--- src/wdg_pkg.sv ---
// Constants, register map and state encoding shared by the watchdog design files.
package wdg_pkg;

  // Reference clock rate in MHz; the watchdog oscillator runs at this rate.
  localparam int CLK_MHZ = 10;

  // The printed control register offset is not word aligned, so it is kept as an index.
  localparam logic [7:0] REG_CTRL_INDEX = 8'h2A;
  localparam logic [7:0] REG_CFG_INDEX = 8'h2B;
  localparam logic [7:0] REG_STAT_INDEX = 8'h2C;
  localparam int ADDR_W = 12;

  // Control register layout and reset value.
  localparam logic [7:0] CTRL_RESET = 8'h7F;
  localparam int CTRL_ACT_BIT = 7;
  localparam int CTRL_TOP_BIT = 6;
  localparam logic [6:0] COUNT_EXPIRE = 7'h40;

  // Configuration register layout: time base select and real-time-clock interrupt enable.
  localparam int CFG_RTC_IE_BIT = 0;
  localparam int CFG_TB_LO = 1;
  localparam logic [2:0] CFG_RESET = 3'h0;

  // Status register layout.
  localparam int STAT_ACTIVE_BIT = 6;
  localparam int STAT_HWOPT_BIT = 7;

  // Prescaler: 64 oscillator cycles per unit, 256 units per decrement (16384 cycles).
  localparam logic [5:0] UNIT_LAST = 6'h3F;
  localparam logic [7:0] STAGE_LAST = 8'hFF;
  localparam logic [8:0] STAGE_SPAN = 9'h100;
  localparam logic [8:0] MIN_UNITS = 9'h080;
  localparam logic [7:0] MIN_STAGE_BASE = 8'h80;

  // Start-up delays in CPU clock cycles.
  localparam logic [12:0] STARTUP_SHORT = 13'h0100;
  localparam logic [12:0] STARTUP_LONG = 13'h1000;

  // Reset pulse width on the reset pin.
  localparam int RESET_PULSE_US = 30;
  localparam logic [8:0] RESET_PULSE_CYC = 9'(RESET_PULSE_US * CLK_MHZ);

  localparam logic [1:0] RESP_OKAY = 2'h0;
  localparam logic [1:0] RESP_SLVERR = 2'h2;

  typedef enum logic [5:0] {
    ST_BOOT = 6'h01,
    ST_RUN = 6'h02,
    ST_HALT_LAST = 6'h04,
    ST_HALT = 6'h08,
    ST_AHALT = 6'h10,
    ST_WAKE = 6'h20
  } wdg_state_t;

  // Offset of the first permitted decrement after a refresh, per time base.
  function automatic logic [6:0] tb_lsb(input logic [1:0] tb);
    case (tb)
      2'h0: tb_lsb = 7'h3B;
      2'h1: tb_lsb = 7'h35;
      2'h2: tb_lsb = 7'h23;
      default: tb_lsb = 7'h36;
    endcase
  endfunction : tb_lsb

  // Byte address match for a register index.
  function automatic logic reg_hit(input logic [ADDR_W-1:0] addr, input logic [7:0] index);
    reg_hit = (addr == {2'h0, index, 2'h0});
  endfunction : reg_hit

endpackage : wdg_pkg

--- src/wdg_prescaler.sv ---
// Prescaler producing the watchdog decrement tick every 16384 oscillator cycles.
`timescale 1ns/1ns
`default_nettype none
module wdg_prescaler (
  input wire logic ref_clk_i,
  input wire logic rst_b_i,
  input wire logic ce_i,
  input wire logic load_i,
  input wire logic [6:0] lsb_i,
  output logic tick_o
);
  import wdg_pkg::*;

  logic [5:0] unit_cnt;
  logic [5:0] next_unit_cnt;
  logic [7:0] stage;
  logic [7:0] next_stage;
  logic next_tick;

  // The divide-by-64 part is shared with the time base and is never disturbed by a refresh.
  always_comb begin
    next_unit_cnt = unit_cnt + 6'h01;
    next_stage = stage;
    if (unit_cnt == UNIT_LAST) begin
      next_stage = stage + 8'h01;
    end
    // A refresh too close to the next tick pushes it out; one spare unit covers the part
    // of the current unit already gone, so the minimum holds at any prescaler phase.
    if (load_i && ((STAGE_SPAN - {1'b0, stage}) <= ({2'h0, lsb_i} + MIN_UNITS))) begin
      next_stage = MIN_STAGE_BASE - {1'b0, lsb_i} - 8'h01;
    end
    // A tick due in the refresh cycle is dropped, because the stage was just pushed out.
    next_tick = (unit_cnt == UNIT_LAST) && (stage == STAGE_LAST) && !load_i;
  end

  always_ff @(posedge ref_clk_i or negedge rst_b_i) begin
    if (!rst_b_i) begin
      unit_cnt <= 6'h00;
      stage <= 8'h00;
      tick_o <= 1'b0;
    end else if (ce_i) begin
      unit_cnt <= next_unit_cnt;
      stage <= next_stage;
      tick_o <= next_tick;
    end
  end

endmodule : wdg_prescaler
`default_nettype wire

--- src/wdg_start_timer.sv ---
// Start-up delay counter of 256 or 4096 CPU clocks.
`timescale 1ns/1ns
`default_nettype none
module wdg_start_timer (
  input wire logic ref_clk_i,
  input wire logic rst_b_i,
  input wire logic ce_i,
  input wire logic load_i,
  input wire logic long_i,
  output logic done_o
);
  import wdg_pkg::*;

  logic [12:0] remain;
  logic [12:0] next_remain;

  always_comb begin
    next_remain = remain;
    if (load_i) begin
      next_remain = long_i ? STARTUP_LONG : STARTUP_SHORT;
    end else if (remain != 13'h0000) begin
      next_remain = remain - 13'h0001;
    end
  end

  always_ff @(posedge ref_clk_i or negedge rst_b_i) begin
    if (!rst_b_i) begin
      remain <= 13'h0000;
    end else if (ce_i) begin
      remain <= next_remain;
    end
  end

  assign done_o = (remain == 13'h0000);

endmodule : wdg_start_timer
`default_nettype wire

--- src/windowed_reset_watchdog.sv ---
// Watchdog downcounter with halt handling and an AXI4-Lite register slave.
//
// Overview of operation
// - Decrement count every 16384 oscillator cycles.
// - Active and 40h to 3Fh: 30 us reset.
// - Count runs while inactive; reset needs activation; here the Halt option reset fires even while inactive.
// - Low six bits give 64 timeout steps.
// - Inactive after reset; activation cannot be cleared.
// - Write with activation, bit 6 clear: reset.
// - First decrement (LSB+128)*64 to 16384 cycles later.
// - Halt, no interrupt, no option: enter Halt.
// - Halt: one more decrement, then freeze, no reset.
// - External wake from Halt: resume after start-up delay.
// - Reset in Halt leaves watchdog inactive unless hardware.
// - Halt, no interrupt, option set: reset instead.
// - Halt with interrupt enabled enters Active-halt.
// - Active-halt holds the count.
// - Interrupt wake from Active-halt resumes at once.
// - Reset wake resumes after start-up delay.
// - Hardware option keeps watchdog always active.
// - Control: activation bit 7, count 6..0, reset 7Fh.
// - Software sets activation; only reset clears it.
//
// Chosen here: the address map and the AXI4-Lite slave port.
`timescale 1ns/1ns
`default_nettype none
module windowed_reset_watchdog (
  input wire logic ref_clk_i,
  input wire logic rst_b_i,
  input wire logic ce_i,
  input wire logic awvalid_i,
  output logic awready_o,
  input wire logic [wdg_pkg::ADDR_W-1:0] awaddr_i,
  input wire logic wvalid_i,
  output logic wready_o,
  input wire logic [31:0] wdata_i,
  input wire logic [3:0] wstrb_i,
  output logic bvalid_o,
  input wire logic bready_i,
  output logic [1:0] bresp_o,
  input wire logic arvalid_i,
  output logic arready_o,
  input wire logic [wdg_pkg::ADDR_W-1:0] araddr_i,
  output logic rvalid_o,
  input wire logic rready_i,
  output logic [31:0] rdata_o,
  output logic [1:0] rresp_o,
  input wire logic halt_req_i,
  input wire logic ext_wake_i,
  input wire logic osc_wake_i,
  input wire logic hw_watchdog_opt_i,
  input wire logic halt_reset_option_i,
  input wire logic long_startup_opt_i,
  output logic mcu_reset_b_o,
  output logic watchdog_active_o
);
  import wdg_pkg::*;

  // Option levels come from outside the clock domain and are synchronised per bit.
  // The synchronisers have no reset, so the options have settled when reset is released;
  // the start-up delay chosen in the boot cycle depends on them.
  logic [2:0] opt_raw;
  logic [2:0] opt_meta;
  logic [2:0] opt_sync;
  assign opt_raw = {long_startup_opt_i, halt_reset_option_i, hw_watchdog_opt_i};

  genvar gi;
  generate
    for (gi = 0; gi < 3; gi++) begin : g_opt_sync
      always_ff @(posedge ref_clk_i) begin
        if (ce_i) begin
          opt_meta[gi] <= opt_raw[gi];
          opt_sync[gi] <= opt_meta[gi];
        end
      end
    end
  endgenerate

  logic hw_opt;
  logic halt_reset_option;
  logic long_startup;
  assign hw_opt = opt_sync[0];
  assign halt_reset_option = opt_sync[1];
  assign long_startup = opt_sync[2];

  // Bus state.
  logic aw_full;
  logic next_aw_full;
  logic [ADDR_W-1:0] aw_addr;
  logic [ADDR_W-1:0] next_aw_addr;
  logic w_full;
  logic next_w_full;
  logic [7:0] w_data;
  logic [7:0] next_w_data;
  logic w_lane0;
  logic next_w_lane0;
  logic next_awready;
  logic next_wready;
  logic next_bvalid;
  logic [1:0] next_bresp;
  logic next_arready;
  logic next_rvalid;
  logic [31:0] next_rdata;
  logic [1:0] next_rresp;
  logic wr_go;
  logic wr_ctrl;
  logic wr_cfg;

  // Watchdog state.
  logic activation_flag;
  logic next_activation_flag;
  logic [6:0] timeout_setting;
  logic [6:0] next_timeout_setting;
  logic rtc_interrupt_enable;
  logic next_rtc_interrupt_enable;
  logic [1:0] timebase_select;
  logic [1:0] next_timebase_select;
  wdg_state_t state;
  wdg_state_t next_state;
  logic [8:0] pulse_cnt;
  logic [8:0] next_pulse_cnt;
  logic next_reset_b;
  logic next_active;
  logic eff_active;
  logic counting;
  logic fire;
  logic timer_load;
  logic timer_done;
  logic tick;

  assign wr_go = aw_full && w_full && !bvalid_o;
  assign wr_ctrl = wr_go && w_lane0 && reg_hit(aw_addr, REG_CTRL_INDEX);
  assign wr_cfg = wr_go && w_lane0 && reg_hit(aw_addr, REG_CFG_INDEX);
  assign eff_active = activation_flag || hw_opt;

  // Address and data are taken in either order; the response waits for both.
  always_comb begin
    next_aw_full = aw_full;
    next_aw_addr = aw_addr;
    next_w_full = w_full;
    next_w_data = w_data;
    next_w_lane0 = w_lane0;
    next_bvalid = bvalid_o;
    next_bresp = bresp_o;
    next_rvalid = rvalid_o;
    next_rdata = rdata_o;
    next_rresp = rresp_o;
    if (awvalid_i && awready_o) begin
      next_aw_full = 1'b1;
      next_aw_addr = awaddr_i;
    end
    if (wvalid_i && wready_o) begin
      next_w_full = 1'b1;
      next_w_data = wdata_i[7:0];
      next_w_lane0 = wstrb_i[0];
    end
    if (bvalid_o && bready_i) begin
      next_bvalid = 1'b0;
    end
    if (wr_go) begin
      next_aw_full = 1'b0;
      next_w_full = 1'b0;
      next_bvalid = 1'b1;
      next_bresp = RESP_SLVERR;
      if (reg_hit(aw_addr, REG_CTRL_INDEX) || reg_hit(aw_addr, REG_CFG_INDEX)
          || reg_hit(aw_addr, REG_STAT_INDEX)) begin
        next_bresp = RESP_OKAY;
      end
    end
    if (rvalid_o && rready_i) begin
      next_rvalid = 1'b0;
    end
    if (arvalid_i && arready_o) begin
      next_rvalid = 1'b1;
      next_rresp = RESP_OKAY;
      next_rdata = 32'h0000_0000;
      if (reg_hit(araddr_i, REG_CTRL_INDEX)) begin
        next_rdata[7:0] = {activation_flag, timeout_setting};
      end else if (reg_hit(araddr_i, REG_CFG_INDEX)) begin
        next_rdata[CFG_TB_LO+1:CFG_RTC_IE_BIT] = {timebase_select, rtc_interrupt_enable};
      end else if (reg_hit(araddr_i, REG_STAT_INDEX)) begin
        next_rdata[5:0] = state;
        next_rdata[STAT_ACTIVE_BIT] = eff_active;
        next_rdata[STAT_HWOPT_BIT] = hw_opt;
      end else begin
        next_rresp = RESP_SLVERR;
      end
    end
    next_awready = !next_aw_full;
    next_wready = !next_w_full;
    next_arready = !next_rvalid;
  end

  // Counting, halt modes and reset generation.
  always_comb begin
    next_state = state;
    next_activation_flag = activation_flag;
    next_timeout_setting = timeout_setting;
    next_rtc_interrupt_enable = rtc_interrupt_enable;
    next_timebase_select = timebase_select;
    next_pulse_cnt = pulse_cnt;
    fire = 1'b0;
    timer_load = 1'b0;
    counting = (state == ST_RUN) || (state == ST_HALT_LAST);
    if (wr_cfg) begin
      next_rtc_interrupt_enable = w_data[CFG_RTC_IE_BIT];
      next_timebase_select = w_data[CFG_TB_LO+1:CFG_TB_LO];
    end
    if (wr_ctrl) begin
      // Activation can only be set here; reset is the sole way back to zero.
      next_activation_flag = activation_flag || w_data[CTRL_ACT_BIT];
      next_timeout_setting = w_data[CTRL_TOP_BIT:0];
      if ((w_data[CTRL_ACT_BIT] || hw_opt) && !w_data[CTRL_TOP_BIT]) begin
        fire = 1'b1;
      end
    end else if (tick && counting) begin
      // The counter wraps freely whether or not the watchdog is active.
      next_timeout_setting = timeout_setting - 7'h01;
      if (state == ST_RUN && eff_active && timeout_setting == COUNT_EXPIRE) begin
        fire = 1'b1;
      end
    end
    case (state)
      ST_BOOT: begin
        timer_load = 1'b1;
        next_state = ST_WAKE;
      end
      ST_RUN: begin
        if (halt_req_i) begin
          if (rtc_interrupt_enable) begin
            next_state = ST_AHALT;
          end else if (halt_reset_option) begin
            fire = 1'b1;
          end else begin
            next_state = ST_HALT_LAST;
          end
        end
      end
      ST_HALT_LAST: begin
        if (ext_wake_i) begin
          timer_load = 1'b1;
          next_state = ST_WAKE;
        end else if (tick) begin
          next_state = ST_HALT;
        end
      end
      ST_HALT: begin
        if (ext_wake_i) begin
          timer_load = 1'b1;
          next_state = ST_WAKE;
        end
      end
      ST_AHALT: begin
        // The count is held here because counting is false in this state.
        if (osc_wake_i || ext_wake_i) begin
          next_state = ST_RUN;
        end
      end
      ST_WAKE: begin
        if (timer_done) begin
          next_state = ST_RUN;
        end
      end
      default: begin
        next_state = ST_BOOT;
      end
    endcase
    // A new reset request while the pin is already low does not stretch the pulse.
    if (fire && pulse_cnt == 9'h000) begin
      next_pulse_cnt = RESET_PULSE_CYC;
    end else if (pulse_cnt != 9'h000) begin
      next_pulse_cnt = pulse_cnt - 9'h001;
    end
    next_reset_b = (next_pulse_cnt == 9'h000);
    next_active = next_activation_flag || hw_opt;
  end

  always_ff @(posedge ref_clk_i or negedge rst_b_i) begin
    if (!rst_b_i) begin
      aw_full <= 1'b0;
      aw_addr <= '0;
      w_full <= 1'b0;
      w_data <= 8'h00;
      w_lane0 <= 1'b0;
      awready_o <= 1'b0;
      wready_o <= 1'b0;
      bvalid_o <= 1'b0;
      bresp_o <= RESP_OKAY;
      arready_o <= 1'b0;
      rvalid_o <= 1'b0;
      rdata_o <= 32'h0000_0000;
      rresp_o <= RESP_OKAY;
    end else if (ce_i) begin
      aw_full <= next_aw_full;
      aw_addr <= next_aw_addr;
      w_full <= next_w_full;
      w_data <= next_w_data;
      w_lane0 <= next_w_lane0;
      awready_o <= next_awready;
      wready_o <= next_wready;
      bvalid_o <= next_bvalid;
      bresp_o <= next_bresp;
      arready_o <= next_arready;
      rvalid_o <= next_rvalid;
      rdata_o <= next_rdata;
      rresp_o <= next_rresp;
    end
  end

  always_ff @(posedge ref_clk_i or negedge rst_b_i) begin
    if (!rst_b_i) begin
      activation_flag <= 1'b0;
      timeout_setting <= CTRL_RESET[CTRL_TOP_BIT:0];
      rtc_interrupt_enable <= CFG_RESET[CFG_RTC_IE_BIT];
      timebase_select <= CFG_RESET[CFG_TB_LO+1:CFG_TB_LO];
      state <= ST_BOOT;
      pulse_cnt <= 9'h000;
      mcu_reset_b_o <= 1'b1;
      watchdog_active_o <= 1'b0;
    end else if (ce_i) begin
      activation_flag <= next_activation_flag;
      timeout_setting <= next_timeout_setting;
      rtc_interrupt_enable <= next_rtc_interrupt_enable;
      timebase_select <= next_timebase_select;
      state <= next_state;
      pulse_cnt <= next_pulse_cnt;
      mcu_reset_b_o <= next_reset_b;
      watchdog_active_o <= next_active;
    end
  end

  wdg_prescaler u_prescaler (
    .ref_clk_i(ref_clk_i),
    .rst_b_i(rst_b_i),
    .ce_i(ce_i),
    .load_i(wr_ctrl),
    .lsb_i(tb_lsb(timebase_select)),
    .tick_o(tick)
  );

  wdg_start_timer u_start_timer (
    .ref_clk_i(ref_clk_i),
    .rst_b_i(rst_b_i),
    .ce_i(ce_i),
    .load_i(timer_load),
    .long_i(long_startup),
    .done_o(timer_done)
  );

endmodule : windowed_reset_watchdog
`default_nettype wire

--- config.mk ---
export PLATFORM = sky130hd
export DESIGN_NAME = windowed_reset_watchdog
export DESIGN_NICKNAME = d
export VERILOG_FILES = /design/src/wdg_pkg.sv /design/src/wdg_prescaler.sv /design/src/wdg_start_timer.sv /design/src/windowed_reset_watchdog.sv
export SDC_FILE = /design/constraint.sdc
export NUM_CORES = 1
export LEC_CHECK = 0
export BUFFER_PORTS_ARGS = -buffer_cell sky130_fd_sc_hd__buf_2
export CAP_MARGIN = 20
export CORE_MARGIN = 2
export CORE_UTILIZATION = 23
export CTS_CLUSTER_DIAMETER = 60
export DETAILED_ROUTE_END_ITERATION = 12
export HOLD_SLACK_MARGIN = 0.06
export PLACE_DENSITY_LB_ADDON = 0.15
export SLEW_MARGIN = 20
export SYNTH_ARGS = -nofsm -noshare
export SYNTH_HDL_FRONTEND = slang
export SYNTH_SLANG_ARGS = --single-unit
export TNS_END_PERCENT = 100
--- constraint.sdc ---
create_clock -name ref_clk_i -period 6.95 [get_ports ref_clk_i]
set_input_delay 0.3475 -clock ref_clk_i [delete_from_list [all_inputs] [get_ports ref_clk_i]]
set_output_delay 0.3475 -clock ref_clk_i [all_outputs]
set_load 0.01 [all_outputs]
==> run summary <==
Synth Register Bits: 100
Post-synthesis sequential area ratio: 45.3%
Initial DRT Pass Iterations: 5
Critical Path AT: 3.58 ns
Worst-margin pin slew: 1.04 ns
Max Used Layer: met5
Status: finished, final reports clean
Worst R2R Start: u_prescaler.stage[0]$_DFFE_PN0P_
Pleak: 2.72 nW
Gate power share: 30.6%
Core box area: 24,100 sq um
Dpl cells: 955
Asr flop ratio synth: 94.0%
Register-to-Register Path Depth: 11
Non-Filler Instances: 972
Post-CTS Setup Repair Bufs: 0
Overall Global Routing Usage: 11.0%
Port buffer count: 63
Num CTS Buffers: 9
Final Max Slew Viols: 0
Max_cap viols: 0
DRC Markers: 0
Die height: 160 microns
Total grt overflow: 0
Flop pwr share: 46.9%
Synth Instances: 590
Vias: 4,466
Final setup viols: 0
Final Cycle Share: 48.1%
Top FF cell, synth: dfrtp_1
Highest net fanout along the worst path: 12
Synth top area cells: dfrtp_1 (38%), mux2_2 (5.6%), dfstp_2 (4.2%), nor2_1 (3.9%), buf_4 (3.6%)
DP Area: 6160 sq um
Avg Inst Size Synth: 9.52 sq um
Number of I/O pins: 117
Worst EP required: 7.19 ns
Fillers: 2,634
Max IR drop VDD: 0.142 mV
CP endpoint kind: register
Commonest non-fill, non-tap cells in the layout: dfrtp_1 (85), buf_2 (62), nor2_1 (59)
Setup Skew: 0.00721 ns
Routed Antenna Nets: 0
Max Buffers Root-to-Sink: 2
Pwr Density: 323 nW/um^2
Count of cell types in the netlist: 69
Multi-input gate area: 2790 sq um
DR vias/cell: 4.59
Initial Utilization: 23.3%
Crit path time final: 3.34 ns
Area Growth Syn to Fin: 14.7%
Yosys top cell area share: 37.9%
Net load switching power: 764 uW
Vias in the first global route: 4,380
Share of post-route cells with drive strength above 1: 19.8%
Slew headroom: 30.0%
Hold Crit Class: input pin to register
CTS root buffer: clkbuf_16
WL met1: 6680 microns
RePlAce Congestion: 0.792
Global-route wire length before repair: 22,800 microns
Worst hold path depth: 1
Crit. Startpoint: u_prescaler.stage[0]$_DFFE_PN0P_
RSZ-0062 raised after global routing: no
Synth Cell Area: 5610 sq um
Largest net degree at the start of global routing: 56
Routed length per instance: 14.2 microns
Max Freq: 0.299 GHz
Fin nets: 729
H-tree depth: 3
Sw Ratio: 36.7%
Drt total wl: 13,800 microns
Clock slew at reported path FFs: 0.07 ns
WS Path Type: register to register
CTS tree: yes
Worst skew pair latency: 0.35 ns
Fin Setup TNS: 0 ns
DRT iter0 DRCs: 260
Final Instance Area: 6440 sq um
Reg2Reg Capture Point: u_prescaler.stage[1]$_DFFE_PN0P_
Flop2flop setup slack: 3.61 ns
Crit path launch type: register
Hpwl dp: 9990 microns
Number of flops mapped to enable cells by yosys: 6
Most common cell after layout, fill and taps aside: dfrtp_1
ANT cells: 0
Die ar.: 25,700 sq um
Clock share of power: 22.5%
Internal: 1.32 mW
Yosys Warn Count: 0
Initial antenna violation count: 1
Final Hold Vio Count: 0
Setup crit end: u_prescaler.stage[1]$_DFFE_PN0P_
Leading area contributor after synthesis: dfrtp_1
Die W: 160 microns
Met3 Wirelength: 505 microns
CTS Sinks: 100
Row Count: 57
Register Area: 2540 sq um
Met2 Wirelength: 6380 microns
[kinds of logic after synthesis]
logic type | Yosys count | synth area share (%)
AOI/OAI and AO/OA | 131 | 15.5
xor gates and xnor gates | 23 | 3.59
adders and majority gates | 12 | 2.67
buffers and inverters | 74 | 6.77
DFF | 100 | 45.3
muxes | 32 | 6.33
other | 1 | 0.0668
and+or+nand+nor | 217 | 19.8
[layer usage]
metal | up-vias | GRT usage, %
li1 | 2191 | -
met1 | 2170 | 15.0
met2 | 90 | 17.5
met3 | 13 | 2.57
met4 | 2 | 3.28
met5 | - | 0
[power by group through the flow]
| stage | Clock (mW) | Combinational (mW) | Sequential (mW) |
|---|---|---|---|
| after floorplan | 0 | 0.548 | 0.901 |
| final | 0.468 | 0.637 | 0.976 |
| after detailed placement | 0 | 0.646 | 0.982 |
| after global routing | 0.519 | 0.729 | 1.01 |
| after global placement | 0 | 0.632 | 0.979 |
| after CTS | 0.490 | 0.647 | 0.974 |
[metrics by stage]
step / power, mW / hold slack, ns / utilization [%] / worst slack, ns
floorplan: 1.45 / 0.0519 / - / 4.33
global placement: 1.61 / 0.403 / 25.6 / 3.67
detailed placement: 1.63 / 0.409 / 25.6 / 3.60
CTS: 2.11 / 0.159 / 26.7 / 3.57
global route: 2.26 / 0.152 / 26.7 / 3.38
finish: 2.08 / 0.175 / 26.7 / 3.61
[synth_stat cells, drive strengths merged, types with 3 or more instances]
cell	n
o31ai	3
xnor2	8
o211ai	3
nand3	23
nor2b	7
inv	23
dfstp	9
and4	4
a21oi	31
mux2i	4
dfrtp	85
mux2	28
o21ai	40
and3	3
a211o	3
nor2	59
xor2	15
or3	10
or4	3
nor4	7
nor3	23
buf	33
a22oi	10
nand3b	5
a31oi	5
edfxtp	6
and2	3
ha	12
clkbuf	17
nor3b	4
nand2	45
nand4	12
a21o	9
[layout make-up]
cell class                      instances  area share (%)
Timing Repair Buffer                   67            5.44
Sequential cell                       100            39.5
Inverter                               24            1.40
Multi-Input combinational cell        441            43.3
Clock inverter                          5           0.447
Clock buffer                           11            3.61
Tap cell                              324            6.29
[timing repair]
item,4_1_cts,5_1_grt
gates resized for setup,0,0
hold buffers,1,0
hold endpoints to repair,44,0
[sequential cells by signal, indices dropped and copies added, names as in the netlist, 2 cells and up]
register / cells
aw_addr: 12
opt_meta: 3
pulse_cnt: 9
rdata_o: 8
state: 6
timebase_select: 2
timeout_setting: 7
u_prescaler.stage: 8
u_prescaler.unit_cnt: 6
u_start_timer.remain: 13
w_data: 8
[worst max-delay path, cell delays in order, from the launching register on]
cell	delay [ns]
dfrtp_1	0.46
inv_1	0.17
ha_1	0.27
nand2_1	0.09
xnor2_1	0.13
ha_1	0.30
and4_1	0.25
a221o_1	0.17
o211ai_1	0.10
a221oi_2	0.84
nor3_1	0.15
a211o_1	0.30
[worst min-delay path by stage]
stage	start	endpoint	slack, ns
6_report	halt_reset_option_i	opt_meta[1]$_DFFE_PP_	0.17
3_5_place_dp	rst_b_i	aw_addr[10]$_DFFE_PN0P_	0.41
5_1_grt	long_startup_opt_i	opt_meta[2]$_DFFE_PP_	0.15
3_3_place_gp	opt_meta[0]$_DFFE_PP_	hw_opt$_DFFE_PP_	0.40
2_1_floorplan	rst_b_i	activation_flag$_DFFE_PN0P_	0.05
4_1_cts	halt_reset_option_i	opt_meta[1]$_DFFE_PP_	0.16
Note: power is estimated with default switching activity, not from simulation.
